[src/hdl/rds_regs.svh]
// Constants of the relay driver serial link: field positions, reset values and timing counts
`ifndef RDS_REGS_SVH
`define RDS_REGS_SVH

// ==========================================
// Frame layout
`define RDS_WORD_W 16
`define RDS_CNT_W 8
`define RDS_CNT_MAX 8'hff
`define RDS_OWN_CLKS 8'h10
`define RDS_MIN_CLKS 8'h18
`define RDS_CMD_HI 15
`define RDS_CMD_LO 14
`define RDS_ADDR_HI 13
`define RDS_ADDR_LO 8
`define RDS_DATA_HI 7
`define RDS_CMD_WRITE 2'h2
`define RDS_CMD_READ 2'h1

// ==========================================
// Reset and special response words
`define RDS_RESP_RESET 16'h0000
`define RDS_RESP_LEN_ERR 16'h0000
`define RDS_RESP_SYNTAX 16'hc000

// ==========================================
// Master timing, in ns at a 10 ns system clock
`define RDS_CLK_NS 10
`define RDS_SCLK_PERIOD_NS 200
`define RDS_LEAD_NS 200
`define RDS_LAG_NS 200
`define RDS_GAP_NS 250
`define RDS_HALF_CYC ((`RDS_SCLK_PERIOD_NS / 2 + `RDS_CLK_NS - 1) / `RDS_CLK_NS)
`define RDS_LEAD_CYC ((`RDS_LEAD_NS + `RDS_CLK_NS - 1) / `RDS_CLK_NS)
`define RDS_LAG_CYC ((`RDS_LAG_NS + `RDS_CLK_NS - 1) / `RDS_CLK_NS)
`define RDS_GAP_CYC ((`RDS_GAP_NS + `RDS_CLK_NS - 1) / `RDS_CLK_NS)

`endif

[src/hdl/rds_pkg.sv]
// Types shared by both ends of the relay driver serial link
package rds_pkg;
	typedef enum logic [0:0] {DS_IDLE, DS_SHIFT} rds_dev_state_t;
	typedef enum logic [2:0] {MS_IDLE, MS_LEAD, MS_LOW, MS_HIGH, MS_LAG, MS_GAP} rds_mst_state_t;
endpackage

[src/hdl/rds_if.sv]
// Serial link between the bus master and the relay driver slave
`timescale 1ns/10ps
interface rds_if;
	logic select_n;
	logic sclk;
	logic master_data_out;
	logic sdo;
	logic sdo_oe_n;
	logic master_data_in;

	// Released output is modelled as pulled high
	assign master_data_in = sdo_oe_n ? 1'b1 : sdo;

	modport device (
		input select_n,
		input sclk,
		input master_data_out,
		output sdo,
		output sdo_oe_n
	);
	modport master (
		output select_n,
		output sclk,
		output master_data_out,
		input master_data_in
	);
endinterface

[src/hdl/rds_device.sv]
// Relay driver serial slave: framing, shift register, length check and register load
// Contract
// - Deselected: ignore clock and input, output released
// - Select fall loads response into shift register
// - Before first clock output shows error OR input
// - Sleeping: output stays released, no transfer
// - Decode only at 16 plus a non-zero multiple-of-8 clocks
// - Bad length sets error flag, command dropped
// - Valid frame loads addressed register at select rise
// - Sample input on falling, advance output on rising
// - Master keeps clock low at select edges
// - Bits travel most significant first
// - Frame holds control bits then data bits
// - Response shifts out MSB first after rising
// - One shift register passes data down the chain
// - Own frame done after sixteen clocks
// - Single device: master raises select at end
// - Chain: shift summed widths, then raise select
// - Response comes in the following frame
// - Prefixes 11 and 00 are syntax errors
`timescale 1ns/10ps
`include "rds_regs.svh"
module rds_device import rds_pkg::*; (
	// System
	input wire logic clk,
	input wire logic rst,
	// Serial link
	rds_if.device link,
	// Device state and register read data
	input wire logic sleep,
	input wire logic [7:0] rd_data,
	// Register write port
	output logic wr_strobe,
	output logic [5:0] wr_addr,
	output logic [7:0] wr_data,
	// Register read request
	output logic rd_strobe,
	output logic [5:0] rd_addr,
	// Status
	output logic frame_error_flag,
	output logic syntax_error
);
	rds_dev_state_t state;
	rds_dev_state_t next_state;
	logic sel_lvl;
	logic sel_rise;
	logic sel_fall;
	logic sclk_lvl;
	logic sclk_rise;
	logic sclk_fall;
	logic sdi_lvl;
	logic [`RDS_WORD_W-1:0] shreg;
	logic [`RDS_WORD_W-1:0] next_shreg;
	logic [`RDS_WORD_W-1:0] resp;
	logic [`RDS_WORD_W-1:0] next_resp;
	logic [`RDS_CNT_W-1:0] clk_cnt;
	logic [`RDS_CNT_W-1:0] next_clk_cnt;
	logic edge_bad;
	logic next_edge_bad;
	logic rd_pend;
	logic next_rd_pend;
	logic sdo;
	logic next_sdo;
	logic sdo_oe_n;
	logic next_sdo_oe_n;
	logic next_wr_strobe;
	logic [5:0] next_wr_addr;
	logic [7:0] next_wr_data;
	logic next_rd_strobe;
	logic [5:0] next_rd_addr;
	logic next_frame_error_flag;
	logic next_syntax_error;
	logic [1:0] cmd;

	// ==========================================
	// Frame length test: 16 own clocks plus whole bytes, at least one byte
	function automatic logic frame_len_ok(input logic [`RDS_CNT_W-1:0] n);
		frame_len_ok = (n >= `RDS_MIN_CLKS) && (n[2:0] == 3'h0) && (n != `RDS_CNT_MAX);
	endfunction

	// ==========================================
	// Pin synchronisers; the link clock is sampled like any pin
	rds_edge_sync #(.INIT(1'b1)) u_sel (
		.clk(clk),
		.rst(rst),
		.din(link.select_n),
		.level(sel_lvl),
		.rise(sel_rise),
		.fall(sel_fall)
	);
	rds_edge_sync #(.INIT(1'b0)) u_sclk (
		.clk(clk),
		.rst(rst),
		.din(link.sclk),
		.level(sclk_lvl),
		.rise(sclk_rise),
		.fall(sclk_fall)
	);
	rds_edge_sync #(.INIT(1'b0)) u_sdi (
		.clk(clk),
		.rst(rst),
		.din(link.master_data_out),
		.level(sdi_lvl),
		.rise(),
		.fall()
	);

	assign cmd = shreg[`RDS_CMD_HI:`RDS_CMD_LO];

	// ==========================================
	// Next-state logic of the frame engine
	always_comb begin
		next_state = state;
		next_shreg = shreg;
		next_resp = resp;
		next_clk_cnt = clk_cnt;
		next_edge_bad = edge_bad;
		next_rd_pend = 1'b0;
		next_sdo = sdo;
		next_sdo_oe_n = sdo_oe_n;
		next_wr_strobe = 1'b0;
		next_wr_addr = wr_addr;
		next_wr_data = wr_data;
		next_rd_strobe = 1'b0;
		next_rd_addr = rd_addr;
		next_frame_error_flag = frame_error_flag;
		next_syntax_error = syntax_error;
		// Read data is taken in the cycle the read strobe is high
		if (rd_pend) begin
			next_resp[`RDS_DATA_HI:0] = rd_data;
		end
		case (state)
			DS_IDLE: begin
				next_sdo_oe_n = 1'b1;
				next_clk_cnt = '0;
				// A sleeping device never starts a frame
				if (sel_fall && !sleep) begin
					next_state = DS_SHIFT;
					next_shreg = resp;
					next_clk_cnt = '0;
					next_edge_bad = sclk_lvl;
					next_sdo_oe_n = 1'b0;
					next_sdo = frame_error_flag | sdi_lvl;
				end
			end
			DS_SHIFT: begin
				if (sleep) begin
					// Sleep entered mid-frame: release and drop the frame
					next_state = DS_IDLE;
					next_sdo_oe_n = 1'b1;
				end else if (sel_rise) begin
					next_state = DS_IDLE;
					next_sdo_oe_n = 1'b1;
					if (!frame_len_ok(clk_cnt) || edge_bad || sclk_lvl) begin
						next_frame_error_flag = 1'b1;
						next_resp = `RDS_RESP_LEN_ERR;
					end else begin
						next_frame_error_flag = 1'b0;
						// Last sixteen bits shifted in are this device's own word
						if (cmd == `RDS_CMD_WRITE) begin
							next_syntax_error = 1'b0;
							next_wr_strobe = 1'b1;
							next_wr_addr = shreg[`RDS_ADDR_HI:`RDS_ADDR_LO];
							next_wr_data = shreg[`RDS_DATA_HI:0];
							next_resp = shreg;
						end else if (cmd == `RDS_CMD_READ) begin
							next_syntax_error = 1'b0;
							next_rd_strobe = 1'b1;
							next_rd_pend = 1'b1;
							next_rd_addr = shreg[`RDS_ADDR_HI:`RDS_ADDR_LO];
							next_resp = shreg;
						end else begin
							next_syntax_error = 1'b1;
							next_resp = `RDS_RESP_SYNTAX;
						end
					end
				end else begin
					// Until the first rising clock the output follows error OR input;
					// once the clock has risen the shifted bit must not be overwritten
					if (clk_cnt == '0 && !sclk_lvl && !sclk_fall) begin
						next_sdo = frame_error_flag | sdi_lvl;
					end
					if (sclk_rise) begin
						next_sdo = shreg[`RDS_WORD_W-1];
					end
					if (sclk_fall) begin
						next_shreg = {shreg[`RDS_WORD_W-2:0], sdi_lvl};
						if (clk_cnt != `RDS_CNT_MAX) begin
							next_clk_cnt = clk_cnt + 8'h01;
						end
					end
				end
			end
			default: begin
				next_state = DS_IDLE;
				next_sdo_oe_n = 1'b1;
			end
		endcase
	end

	// ==========================================
	// Frame engine registers
	always_ff @(posedge clk) begin
		if (rst) begin
			state <= DS_IDLE;
			shreg <= `RDS_RESP_RESET;
			resp <= `RDS_RESP_RESET;
			clk_cnt <= '0;
			edge_bad <= 1'b0;
			rd_pend <= 1'b0;
			sdo <= 1'b0;
			sdo_oe_n <= 1'b1;
			wr_strobe <= 1'b0;
			wr_addr <= 6'h00;
			wr_data <= 8'h00;
			rd_strobe <= 1'b0;
			rd_addr <= 6'h00;
			frame_error_flag <= 1'b0;
			syntax_error <= 1'b0;
		end else begin
			state <= next_state;
			shreg <= next_shreg;
			resp <= next_resp;
			clk_cnt <= next_clk_cnt;
			edge_bad <= next_edge_bad;
			rd_pend <= next_rd_pend;
			sdo <= next_sdo;
			sdo_oe_n <= next_sdo_oe_n;
			wr_strobe <= next_wr_strobe;
			wr_addr <= next_wr_addr;
			wr_data <= next_wr_data;
			rd_strobe <= next_rd_strobe;
			rd_addr <= next_rd_addr;
			frame_error_flag <= next_frame_error_flag;
			syntax_error <= next_syntax_error;
		end
	end

	// Pin drivers straight from flip-flops
	assign link.sdo = sdo;
	assign link.sdo_oe_n = sdo_oe_n;
endmodule

[src/hdl/rds_edge_sync.sv]
// Two-stage synchroniser with edge detection on the synchronised level
`timescale 1ns/10ps
module rds_edge_sync #(
	parameter logic INIT = 1'b0
) (
	// System
	input wire logic clk,
	input wire logic rst,
	// Asynchronous input
	input wire logic din,
	// Synchronised results
	output logic level,
	output logic rise,
	output logic fall
);
	logic meta;
	logic sync;
	logic prev;
	logic next_meta;
	logic next_sync;
	logic next_prev;

	// ==========================================
	// Stage chain; only the second stage reads the first
	always_comb begin
		next_meta = din;
		next_sync = meta;
		next_prev = sync;
	end

	always_ff @(posedge clk) begin
		if (rst) begin
			meta <= INIT;
			sync <= INIT;
			prev <= INIT;
		end else begin
			meta <= next_meta;
			sync <= next_sync;
			prev <= next_prev;
		end
	end

	assign level = sync;
	assign rise = sync & ~prev;
	assign fall = ~sync & prev;
endmodule

[src/flat_wrapper.sv]
// flat-port wrapper written by rule: the top's interface ports become plain ports
module rds_device_flat import rds_pkg::*;
  (clk, rst, sleep, rd_data, wr_strobe, wr_addr, wr_data, rd_strobe, rd_addr, frame_error_flag, syntax_error, link_select_n, link_sclk, link_master_data_out, link_sdo, link_sdo_oe_n);
  rds_if link_i ();
  input wire logic clk;
  input wire logic rst;
  input wire logic sleep;
  input wire logic [7:0] rd_data;
  output logic wr_strobe;
  output logic [5:0] wr_addr;
  output logic [7:0] wr_data;
  output logic rd_strobe;
  output logic [5:0] rd_addr;
  output logic frame_error_flag;
  output logic syntax_error;
  input wire logic [$bits(link_i.select_n)-1:0] link_select_n;
  input wire logic [$bits(link_i.sclk)-1:0] link_sclk;
  input wire logic [$bits(link_i.master_data_out)-1:0] link_master_data_out;
  output wire logic [$bits(link_i.sdo)-1:0] link_sdo;
  output wire logic [$bits(link_i.sdo_oe_n)-1:0] link_sdo_oe_n;
  assign link_i.select_n = link_select_n;
  assign link_i.sclk = link_sclk;
  assign link_i.master_data_out = link_master_data_out;
  assign link_sdo = link_i.sdo;
  assign link_sdo_oe_n = link_i.sdo_oe_n;
  rds_device u_core (.clk(clk), .rst(rst), .link(link_i), .sleep(sleep), .rd_data(rd_data), .wr_strobe(wr_strobe), .wr_addr(wr_addr), .wr_data(wr_data), .rd_strobe(rd_strobe), .rd_addr(rd_addr), .frame_error_flag(frame_error_flag), .syntax_error(syntax_error));
endmodule
[config.mk]
export PLATFORM = sky130hd
export DESIGN_NAME = rds_device_flat
export DESIGN_NICKNAME = d
export VERILOG_FILES = /design/src/hdl/rds_pkg.sv /design/src/hdl/rds_if.sv /design/src/hdl/rds_device.sv /design/src/hdl/rds_edge_sync.sv /design/src/flat_wrapper.sv
export VERILOG_INCLUDE_DIRS = /design/src /design/src/hdl
export SDC_FILE = /design/constraint.sdc
export NUM_CORES = 1
export LEC_CHECK = 0
export ABC_AREA = 1
export BUFFER_PORTS_ARGS = -buffer_cell sky130_fd_sc_hd__buf_2
export CAP_MARGIN = 0
export CORE_ASPECT_RATIO = 1.5
export CORE_MARGIN = 2
export CORE_UTILIZATION = 35
export CTS_CLUSTER_SIZE = 14
export DETAILED_ROUTE_END_ITERATION = 8
export SYNTH_ARGS = -nofsm -noshare
export SYNTH_HDL_FRONTEND = slang
export SYNTH_SLANG_ARGS = --single-unit
[constraint.sdc]
create_clock -name clk -period 3.27 [get_ports clk]
set_input_delay 0.1635 -clock clk [delete_from_list [all_inputs] [get_ports clk]]
set_output_delay 0.1635 -clock clk [all_outputs]
set_load 0.03 [all_outputs]
# ---- After elaboration in Yosys (flattened, before gate mapping)
# Index checks and enable logic that the tools add are counted.
dict set report classes {
  reduce_logical 23
  n_eq_ne 10
  n_addsub 1
  order_cmp 1
  bitwise_logic 14
  muxes 36
}
# op n
set op_table {}
lappend op_table {{16-bit two-way mux} 7}
lappend op_table {{8-bit two-way mux} 8}
lappend op_table {{16-bit case mux with 2 select lines} 1}
lappend op_table {{1-bit two-way mux} 16}
lappend op_table {{8-bit case mux with 2 select lines} 1}
lappend op_table {{4-bit AND reduction} 4}
lappend op_table {{1-bit inverter} 9}
lappend op_table {{8-bit by 1-bit adder with 8-bit output (second input constant)} 1}
lappend op_table {{8-bit by 5-bit >= comparator with 1-bit output (second input constant)} 1}
lappend op_table {{8-bit zero test} 1}
lappend op_table {{2-bit inequality test (second input constant)} 4}
lappend op_table {{8-bit inequality test (second input constant)} 1}
lappend op_table {{3-bit inequality test (second input constant)} 2}
lappend op_table {{1-bit case mux with 2 select lines} 3}
lappend op_table {{6-bit AND reduction} 1}
lappend op_table {{6-bit OR reduction} 1}
lappend op_table {{1-bit logical AND} 5}
lappend op_table {{5-bit AND reduction} 1}
lappend op_table {{5-bit OR reduction} 1}
lappend op_table {{1-bit bitwise AND} 4}
lappend op_table {{1-bit zero test} 4}
lappend op_table {{3-bit zero test} 1}
lappend op_table {{3-bit AND reduction} 1}
lappend op_table {{2-bit by 1-bit equality test with 1-bit output (second input constant)} 1}
lappend op_table {{other kinds (5)} 6}
dict set report totals {
  word_cells 108
  ff_bits 76
}

# ---- Depth between registers and ports, before layout
# Gate-level depths: netlist of the first run.
dict set report depth {
  depth_word 10
  mapped_depth 11
  depth_no_buf 10
}

# ---- By module
# A second synthesis of the first run with hierarchy kept.
dict set report unflattened {
  cells_unflattened 478
  hier_area_um2 3335.7
}
# mod instances cells_each area_each_um2
set by_module_without_submodules {}
lappend by_module_without_submodules {rds_device 1 441 3050.4}
lappend by_module_without_submodules {{rds_edge_sync at u_core.u_sclk ...} 2 12 93.8}
lappend by_module_without_submodules {{rds_edge_sync at u_core.u_sel} 1 13 97.6}

# ---- Worst setup path before layout of the first run
# Ideal clock, no wire load.
dict set report synth_path {
  path_type {reg2reg}
  startpoint {register u_core.clk_cnt[0]}
  endpoint {register u_core.wr_addr[2]}
  path_stages_with_launch 12
  n_path_buf 1
  arrival_time_ns 1.299
  setup_slack_ns 1.855
  synth_period_minus_slack_ns 1.415
  t_required_ns 3.154
  cell_sequence {dfxtp_1 > inv_1 > ha_1 > nand2_1 > nor2_1 > nand2_2 > nor2_4 > nand2_2 > clkinv_2 > buf_6 > nor2_1 > nor2_1}
}
dict set report synth_between {
  elab_chain_len 8
  word_cells_on_any_way 10
}
# element line
set synth_lines {}
lappend synth_lines {{from (decl)} rds_device.sv:56} ;# logic [`RDS_CNT_W-1:0] clk_cnt;
lappend synth_lines {{from (signal assigned)} rds_device.sv:224} ;# clk_cnt <= next_clk_cnt;
lappend synth_lines {{8-bit by 5-bit >= comparator with 1-bit output (no source line) or 3-bit zero test (tied branches)} -}
lappend synth_lines {{1-bit logical AND} rds_device.sv:78} ;# frame_len_ok = (n >= `RDS_MIN_CLKS) && (n[2:0] == 3'h0) && (n != `RDS_CNT_MAX);
lappend synth_lines {{1-bit logical AND (*)} rds_device.sv:78}
lappend synth_lines {{1-bit zero test (*)} rds_device.sv:154} ;# if (!frame_len_ok(clk_cnt) || edge_bad || sclk_lvl) begin
lappend synth_lines {{1-bit logical OR (*) (2 in series)} rds_device.sv:154}
lappend synth_lines {{1-bit inverter (no source line) (*)} -}
lappend synth_lines {{5-bit AND reduction (no source line) (*)} -}
lappend synth_lines {{to (signal assigned)} rds_device.sv:230} ;# wr_addr <= next_wr_addr;
lappend synth_lines {{to (decl)} rds_device.sv:34} ;# output logic [5:0] wr_addr,
# Mark *: on every way between the ends. The rest lies on a longest branch, timed or not.
# A chain may end at the register's enable or synchronous reset.

# ---- Worst setup path in the final report of the first run
dict set report layout_path {
  startpoint {register u_core.state}
  endpoint {register u_core.shreg[0]}
}
dict set report layout_between {
  elab_chain_len 3
  word_cells_on_any_way 7
}
# element line
set layout_lines {}
lappend layout_lines {{from (decl)} rds_device.sv:43} ;# rds_dev_state_t state;
lappend layout_lines {{from (signal assigned)} rds_device.sv:221} ;# state <= next_state;
lappend layout_lines {{1-bit inverter} rds_device.sv:132} ;# case (state)
lappend layout_lines {{2-bit by 1-bit inequality test with 1-bit output (no source line)} -}
lappend layout_lines {{4-bit AND reduction (no source line)} -}
lappend layout_lines {{to (signal assigned)} rds_device.sv:206} ;# shreg <= `RDS_RESP_RESET;
lappend layout_lines {{to (signal assigned)} rds_device.sv:222} ;# shreg <= next_shreg;
lappend layout_lines {{to (decl)} rds_device.sv:52} ;# logic [`RDS_WORD_W-1:0] shreg;
# Parallel ways exist; a longest one is shown, timed or not.

==> flow_summary.toml, run 1 <==
[cells_and_area]
drive_gt1_share_pct = 14.5
layout.area.seq_sq_um = 1520
layout_common_cells = "nor2_1 (102), nand2_1 (92), dfxtp_1 (76), o21ai_0 (44), buf_2 (39)"
multiInputGateArea_sq_um = 1500
n_antenna_cell = 0
syn2layout_area_growth_pct = 16.4
fill_cells = 977
num-nets-final = 518
final_common_cell = "nor2_1"

[setup_path]
cp.arrival_ns = 2.43
cp_data_required_time_ns = 3.49
slowest_stage = "dfxtp_1"
critical_path_class = "flip-flop to flip-flop"
end_kind = "flip-flop"
crit_family = "simple AND/OR/NAND/NOR gates"
path_cells = "inv_2 -> nand4_2 -> nand2_1 -> nand2_1 -> inv_2 -> nor2_1 -> nor2_1"
cp_max_fo = 20
cpPeakStageDelay_ns = 0.62
cp-start-kind = "flip-flop"
crit_buf_inv = 2

[place]
dp_hpwl_um = 5420
port_buffers = 39
place_congestion = 0.826
pre_cts_ws_ns = 1.03

[clock_network]
cts_buffer_depth = 2
post_cts_buffers = 0
h-tree-depth = 3
clk_pin_slew_ns = 0.06
cts_hold_buffers = 0
cts_root_buf = "clkbuf_16"
clkLatencyLatePin_ns = 0.33
cts_resized = 0
numCtsBuffers = 9
cts_tree = "yes"
clock_sinks = 76

[global_route]
gr-total-overflow = 0
grt_start_max_net_pins = 43
antenna_found_initial = 0
grt_pass1_wl_um = 12800
grt_pass1_vias = 2751
grt_use_total_pct = 15.7

[timing]
period_share_pct = 67.4
setup_viol_count_final = 0
hold_viol_final = 0
fin_setup_tns_ns = 0
period_minus_slack_ns = 2.20
worstMarginPinSlew_ns = 1.12
slew_violations = 0
clock-skew-final_ns = 0.00570
max_slew_margin_pct = 25.2
setup_ws_ns = 1.07
clock.fmax_mhz = 454
rsz0062_at_grt = "no"

[floorplan]
die_w_um = 83.0
start_util_pct = 35.6
die_h_um = 122
die_area_sq_um = 10200
coreArea_sq_um = 9200
floorplan.io_pins = 40
row_count = 43

[pwr]
power_leakage_nw = 1.60
powerDensity_nw_per_um2 = 516
total_power_w = 0.00197
ir_drop_uv = 238

[synthesis]
syn_area_sq_um = 3280
ys_seq_area_share_pct = 46.4
synthesis.nets = 487
netlist-cell-type-count = 28
ys_ff_latch = 76
avgSynthCellArea_sq_um = 6.98
syn-instance-count = 469
ys_warn_count = 0

[outcome]
status = "completed"

[min_path]
hold_path.class = "input pin to flip-flop"

[route]
viasPerCell = 4.72
drtIter0Drc = 159
ant_nets = 0
dr.pass1.iters = 4
routed_wl_um = 7590
drc = 0
routedWlPerCell_um = 12.3
vias = 2913

[flow_run]
cap_viol_max_count = 0
-- synth_stat cells (all sizes together) --
library cell / n / share of area, %
nand3: 29 / 4.4
nand2: 96 / 11
inv: 41 / 4.7
a21boi: 1 / 0.23
buf: 9 / 1.6
nor3: 4 / 0.61
xor2: 3 / 0.80
dfxtp: 76 / 46
clkbuf: 11 / 1.3
o211ai: 3 / 0.69
clkinv: 1 / 0.15
nor2: 106 / 13
a211oi: 1 / 0.23
or2: 2 / 0.38
ha: 4 / 1.5
a22oi: 1 / 0.23
nand4: 2 / 0.57
a21oi: 26 / 4.0
o21ai: 53 / 8.1
-- final timing paths --
check	start	end	slack, ns	cells after the start
worst max-delay path	u_core.state$_SDFF_PP0_	u_core.shreg[0]$_SDFFE_PP0P_	1.07	7
worst min-delay path	link_select_n	u_core.u_sel.meta$_SDFF_PP1_	0.01	2
worst max register to register	u_core.state$_SDFF_PP0_	u_core.shreg[0]$_SDFFE_PP0P_	1.07	7
worst min register to register	u_core.u_sclk.meta$_SDFF_PP0_	u_core.u_sclk.level$_SDFF_PP0_	0.40	2
-- cell type report --
| type | count | area share, % |
|---|---|---|
| Multi-Input combinational cell | 331 | 39.4 |
| Clock inverter | 4 | 0.591 |
| Sequential cell | 76 | 39.9 |
| Tap cell | 112 | 3.67 |
| Clock buffer | 12 | 6.99 |
| Inverter | 42 | 4.17 |
| Timing Repair Buffer | 40 | 5.31 |
-- worst reg2reg max path, delay by kind of cell (launching register included) --
kind / cells / cell delay, ns
buffers and inverters: 2 / 0.53
and+or+nand+nor: 5 / 0.95
DFF: 1 / 0.62
-- report_power, final --
part | total, W | switching, W | internal (W)
Sequential | 0.000958 | 0.0000162 | 0.000942
Clock | 0.000934 | 0.000363 | 0.000571
Combinational | 0.0000756 | 0.0000510 | 0.0000246
-- flip-flops by register name (all words and copies together), names as in the netlist --
register                 cells
u_core.edge_bad              1
u_core.u_sdi.meta            1
u_core.u_sclk.meta           1
u_core.u_sel.meta            1
u_core.u_sdi.level           1
u_core.wr_strobe             1
u_core.shreg                16
u_core.resp                 16
u_core.rd_addr               6
u_core.u_sclk.level          1
u_core.clk_cnt               8
u_core.syntax_error          1
u_core.u_sel.prev            1
u_core.frame_error_flag      1
u_core.wr_addr               6
u_core.rd_strobe             1
u_core.state                 1
u_core.u_sel.level           1
u_core.link.sdo              1
u_core.wr_data               8
u_core.u_sclk.prev           1
u_core.link.sdo_oe_n         1
-- layer usage --
metal  vias to the layer above  GRT usage [%]  part of all wire [%]
met3                        13           3.63                   3.0
met5                         -              0                     0
met2                        43           27.7                    50
li1                       1555              -                     -
met4                         0           7.58                   2.1
met1                      1302           17.8                    45
-- per-stage QoR --
stage | hold slack, ns | std cells | utilization, % | area (sq um)
floorplan | 0.267 | 469 | - | 3280
global placement | 0.350 | 601 | 38.3 | 3520
detailed placement | 0.350 | 601 | 38.3 | 3520
CTS | 0.0102 | 617 | 41.5 | 3810
global route | 0.0155 | 617 | 41.5 | 3810
finish | 0.0146 | 617 | 41.5 | 3810
-- kinds of logic (layout without fill, tap and decap cells) --
kind of cell / Yosys count / after routing / synth area share, %
and+or+nand+nor: 239 / 239 / 30.1
AOI/OAI and AO/OA: 85 / 85 / 13.4
DFF: 76 / 76 / 46.4
buffers and inverters: 62 / 98 / 7.72
adders and majority gates: 4 / 4 / 1.53
xor gates and xnor gates: 3 / 3 / 0.802
(Power assumes the default switching activity.)
==> run 2, diff against run 1 <==
Clock period 3.27 ns to 1.88 ns, I/O delays scaled along.
==> flow_summary.toml, run 2 (synthesis gave the netlist of run 1 again) <==
[floorplan]
start_util_pct = 35.6
coreArea_sq_um = 9200
floorplan.io_pins = 40
die_w_um = 83.0
row_count = 43
die_area_sq_um = 10200
die_h_um = 122

[cells_and_area]
n_antenna_cell = 0
layout_common_cells = "nor2_1 (102), nand2_1 (92), dfxtp_1 (76), o21ai_0 (44), buf_2 (39)"
num-nets-final = 533
reg_top3 = "u_core.resp x16, u_core.shreg x16"
drive_gt1_share_pct = 16.2
fill_cells = 943
syn2layout_area_growth_pct = 21.7
final_common_cell = "nor2_1"

[timing]
fin_setup_tns_ns = 0
slew_violations = 0
rsz0062_at_grt = "no"
max_slew_margin_pct = 61.8
setup_viol_count_final = 0
worstMarginPinSlew_ns = 0.572
clock.fmax_mhz = 596
period_share_pct = 89.3
clock-skew-final_ns = 0.00789
period_minus_slack_ns = 1.68
setup_ws_ns = 0.201
hold_viol_final = 0

[setup_path]
critical_path_class = "flip-flop to flip-flop"
end_kind = "flip-flop"
cp_data_required_time_ns = 2.11
cp.arrival_ns = 1.91
cp_max_fo = 13
cp-start-kind = "flip-flop"

[route]
routed_wl_um = 7980
dr.pass1.iters = 4
viasPerCell = 4.84
drc = 0
vias = 3062
routedWlPerCell_um = 12.6
drtIter0Drc = 168
ant_nets = 0

[global_route]
antenna_found_initial = 0
grt_start_max_net_pins = 33
grt_use_total_pct = 16.8
gr-total-overflow = 0
grt_pass1_wl_um = 13700
grt_pass1_vias = 2996

[clock_network]
cts_tree = "yes"
clkLatencyLatePin_ns = 0.34
clock_sinks = 76
cts_root_buf = "clkbuf_16"
h-tree-depth = 3
numCtsBuffers = 9
cts_buffer_depth = 2
clk_pin_slew_ns = 0.06

[min_path]
hold_path.class = "input pin to flip-flop"

[outcome]
status = "completed"

[place]
dp_hpwl_um = 5670
pre_cts_ws_ns = 0.141
port_buffers = 39
place_congestion = 0.842

[pwr]
ir_drop_uv = 456
total_power_w = 0.00369
powerDensity_nw_per_um2 = 925
power_leakage_nw = 1.69

[flow_run]
cap_viol_max_count = 0
## run 2: where the power goes
group	internal, W	switching, W
Clock	0.00120	0.000671
Sequential	0.00164	0.0000264
Combinational	0.0000546	0.0000945
Total	0.00289	0.000792
## run 2: area by class of cell
type / count / area [sq um] / area share, %
Sequential cell: 76 / 1520 / 38.2
Multi-Input combinational cell: 331 / 1500 / 37.7
Timing Repair Buffer: 55 / 335 / 8.41
Clock buffer: 11 / 243 / 6.09
Inverter: 42 / 160 / 4.02
Tap cell: 112 / 140 / 3.52
Clock inverter: 5 / 85.1 / 2.13
## run 2: worst paths after layout
check / start / to / slack [ns] / cells past startpoint
setup / recovery: u_core.clk_cnt[0]$_SDFFE_PP0P_ / u_core.wr_addr[4]$_SDFFE_PP0P_ / 0.20 / 10
hold / removal: rd_data[4] / u_core.resp[4]$_SDFF_PP0_ / 0.13 / 5
setup reg to reg: u_core.clk_cnt[0]$_SDFFE_PP0P_ / u_core.wr_addr[4]$_SDFFE_PP0P_ / 0.20 / 10
hold reg to reg: u_core.u_sclk.meta$_SDFF_PP0_ / u_core.u_sclk.level$_SDFF_PP0_ / 0.40 / 2
## run 2: through the flow
| step | utilization [%] | area [sq um] | std cells | hold slack (ns) |
|---|---|---|---|---|
| 2_1_floorplan | - | 3280 | 469 | 0.198 |
| 3_3_place_gp | 39.4 | 3630 | 613 | 0.275 |
| 5_1_grt | 43.3 | 3990 | 632 | 0.155 |
| 4_1_cts | 43.3 | 3990 | 632 | 0.120 |
| 6_report | 43.3 | 3990 | 632 | 0.126 |
| 3_5_place_dp | 39.4 | 3630 | 613 | 0.285 |
## run 2: metal layers
metal	part of all wire, %	wire, um	vias to the layer above	global-route usage (%)
met3	3.5	282	20	3.70
met1	41	3310	1399	18.1
met4	2.8	223	0	9.22
met2	52	4160	59	30.5
met5	0	0	-	0
li1	-	-	1584	-
## run 2: what timing repair did
item / in CTS / in global routing
gates resized for setup: 0 / 1
hold buffers: 3 / 0
endpoints found under the setup margin: 0 / 7
endpoints found under the hold margin: 3 / 0
buffers inserted: 0 / 0
## run 2: worst max-delay path, stage by stage, from the launching register on
cell and delay, ns:
dfxtp_1 0.34, inv_1 0.11, ha_1 0.15, nand2_1 0.06
nor2_1 0.13, nand2_2 0.11, nor2_4 0.11, nand2_2 0.18
buf_4 0.20, o21ai_1 0.11, nor2_1 0.05
==> run 3, diff against run 2 <==
Settings changed: ABC_AREA 1 to not set, BUFFER_PORTS_ARGS -buffer_cell sky130_fd_sc_hd__buf_2 to -buffer_cell sky130_fd_sc_hd__buf_4.
==> flow_summary.toml, run 3 <==
[cells_and_area]
reg_top3 = "u_core.resp x16, u_core.shreg x16"
n_antenna_cell = 0
final_core_util_pct = 47.4
final_cells = 517
fin_area_sq_um = 4160
final_common_cell = "dfxtp_1"
syn2layout_area_growth_pct = 31.6
num-nets-final = 420
layout_common_cells = "dfxtp_1 (74), buf_4 (61), a21oi_1 (41), nor2_1 (40), mux2i_1 (32)"
fill_cells = 824
drive_gt1_share_pct = 27.3

[synthesis]
netlist-cell-type-count = 43
synth_edf_count = 0
yosys.area.top_type = "dfxtp_1"
synthesis.nets = 361
synthArstFlopShare_pct = 0
synth_top_family_by_area = "simple AND/OR/NAND/NOR gates"
netlist_top_cells_count = "dfxtp_1 (76), a21oi_1 (46), nor2_1 (40)"
synth_compound_area_share_pct = 16.9
ys_seq_area_share_pct = 48.2
syn-instance-count = 343
avgSynthCellArea_sq_um = 9.21
yosys.area_share.simple_pct = 18.3
yosysMostFrequentCell = "dfxtp_1"
ys_ff_latch = 76
ys_warn_count = 0
synthMuxAreaShare_pct = 10.5
synthFlopType = "dfxtp_1"
syn_area_sq_um = 3160
synthXorXnorAreaFrac_pct = 0.277
yosysTopAreaCellShare_pct = 48.2
synth_area_leaders = "dfxtp_1 (48%), mux2i_1 (10%), a21oi_1 (7.3%)"
synthAdderAreaFrac_pct = 1.58

[setup_path]
slowest_stage = "or4b_1"
cpPeakStageDelay_ns = 0.49
cp.arrival_ns = 2.11
path_cells = "inv_2 -> ha_4 -> or4b_4 -> or4b_1 -> buf_6 -> nand2_1 -> a21oi_2"
cp_max_fo = 15
end_kind = "flip-flop"
cp_data_required_time_ns = 2.10
crit_family = "simple AND/OR/NAND/NOR gates"
cp-start-kind = "flip-flop"
crit_buf_inv = 2
critical_path_class = "flip-flop to flip-flop"

[global_route]
grt_use_total_pct = 16.9
grt_start_max_net_pins = 26
grt_pass1_wl_um = 12800
grt_pass1_vias = 2667
antenna_found_initial = 0
gr-total-overflow = 0

[pwr]
p_comb_share_pct = 4.1
switching_share_pct = 22.4
switching_power_w = 0.000800
clock_power_share_pct = 49.7
powerDensity_nw_per_um2 = 858
power_leakage_nw = 1.47
p_seq_share_pct = 46.3
power.internal_w = 0.00277
ir_drop_uv = 456

[timing]
hold_viol_final = 0
period_share_pct = 100
rsz0062_at_grt = "yes"
clock-skew-final_ns = 0.00738
fin_setup_tns_ns = -0.0229
period_minus_slack_ns = 1.89
max_slew_margin_pct = 56.2
clock.fmax_mhz = 530
slew_violations = 0
worstMarginPinSlew_ns = 0.657
setup_viol_count_final = 5
setup_ws_ns = -0.00754

[floorplan]
floorplan.io_pins = 40
die_w_um = 81.6
coreArea_sq_um = 8780
die_h_um = 120
row_count = 42
start_util_pct = 36.0
die_area_sq_um = 9820

[clock_network]
cts_tree = "yes"
h-tree-depth = 3
numCtsBuffers = 9
clk_pin_slew_ns = 0.06
clkLatencyLatePin_ns = 0.34
clock_sinks = 76
cts_root_buf = "clkbuf_16"
cts_buffer_depth = 2

[route]
drtIter0Drc = 200
routedWlPerCell_um = 14.7
dr.pass1.iters = 4
vias = 2701
ant_nets = 0
drc = 0
routed_wl_um = 7590
viasPerCell = 5.22

[place]
dp_hpwl_um = 5010
port_buffers = 39
dp_cells = 493
pre_cts_ws_ns = -0.0403
place_area_sq_um = 3670
place_congestion = 0.728

[outcome]
status = "finished, violations left"
violations = "setup timing"

[min_path]
hold_path.class = "input pin to flip-flop"

[flow_run]
cap_viol_max_count = 0
## run 3: changes by cell type in the layout (fill, tap and decap cells not counted), sizes merged, moves of 20 or more
cell	previous run	this run
o21ai	53	5
nor2	106	40
inv	42	9
a21oi	26	46
mux2i	0	32
nand2	96	21
## run 3: cell families (layout without fill, tap and decap cells)
group | Yosys count | after routing
AND/OR/NAND/NOR | 112 | 112
AO/OA/AOI/OAI | 85 | 85
flip-flops | 76 | 76
multiplexers | 33 | 33
buffers and inverters | 32 | 96
adder cells (fa/ha/maj) | 4 | 4
XOR/XNOR | 1 | 1
## run 3: worst paths after layout
check,startpoint,endpoint,slack [ns],cells after the start
min reg2reg,u_core.u_sel.meta$_SDFF_PP1_,u_core.u_sel.level$_SDFF_PP1_,0.41,1
max,u_core.clk_cnt[0]$_SDFFE_PP0P_,u_core.wr_data[5]$_SDFFE_PP0P_,-0.008,7
min,sleep,u_core.link.sdo_oe_n$_SDFFE_PP1P_,0.05,3
max reg2reg,u_core.clk_cnt[0]$_SDFFE_PP0P_,u_core.wr_data[5]$_SDFFE_PP0P_,-0.008,7
## run 3: tightest hold or removal path: stages
cell and delay, ns:
buf_4 0.12, nor2_1 0.06, o21ai_0 0.07
## run 3: what timing repair did
action / in CTS / in global routing
pin swaps: 1 / 8
resized for setup: 9 / 21
hold buffers: 3 / 0
endpoints found under the hold margin: 3 / 0
endpoints found under the setup margin: 31 / 51
buffers inserted: 0 / 3
cloned: 1 / 1
## run 3: power groups by stage
stage | sequential [W] | clock [W] | combinational, W
after CTS | 0.00165 | 0.00181 | 0.000142
after floorplan | 0.00168 | 0 | 0.0000807
after detailed placement | 0.00169 | 0 | 0.000135
after global placement | 0.00169 | 0 | 0.000134
after global routing | 0.00165 | 0.00188 | 0.000158
final | 0.00165 | 0.00177 | 0.000145
## run 3: area by class of cell
class / instances / area [sq um] / share of cell area [%]
multi-input cells: 235 / 1590 / 38.1
well taps: 110 / 138 / 3.31
inverters: 9 / 33.8 / 0.812
clock inverters: 6 / 72.6 / 1.74
clock buffers: 10 / 239 / 5.75
repair buffers: 71 / 567 / 13.6
flip-flops and latches: 76 / 1520 / 36.6
## run 3: layer usage
| layer | share of wire [%] | global-route usage (%) |
|---|---|---|
| met1 | 43 | 20.7 |
| met4 | 2.1 | 6.56 |
| met5 | 0 | 0 |
| met3 | 4.3 | 4.33 |
| met2 | 51 | 27.9 |
## run 3: per-stage QoR
step           total power [W]  hold WS [ns]
2_1_floorplan          0.00176         0.198
3_3_place_gp           0.00182         0.283
3_5_place_dp           0.00182         0.287
4_1_cts                0.00360        0.0386
5_1_grt                0.00369        0.0774
6_report               0.00357        0.0477
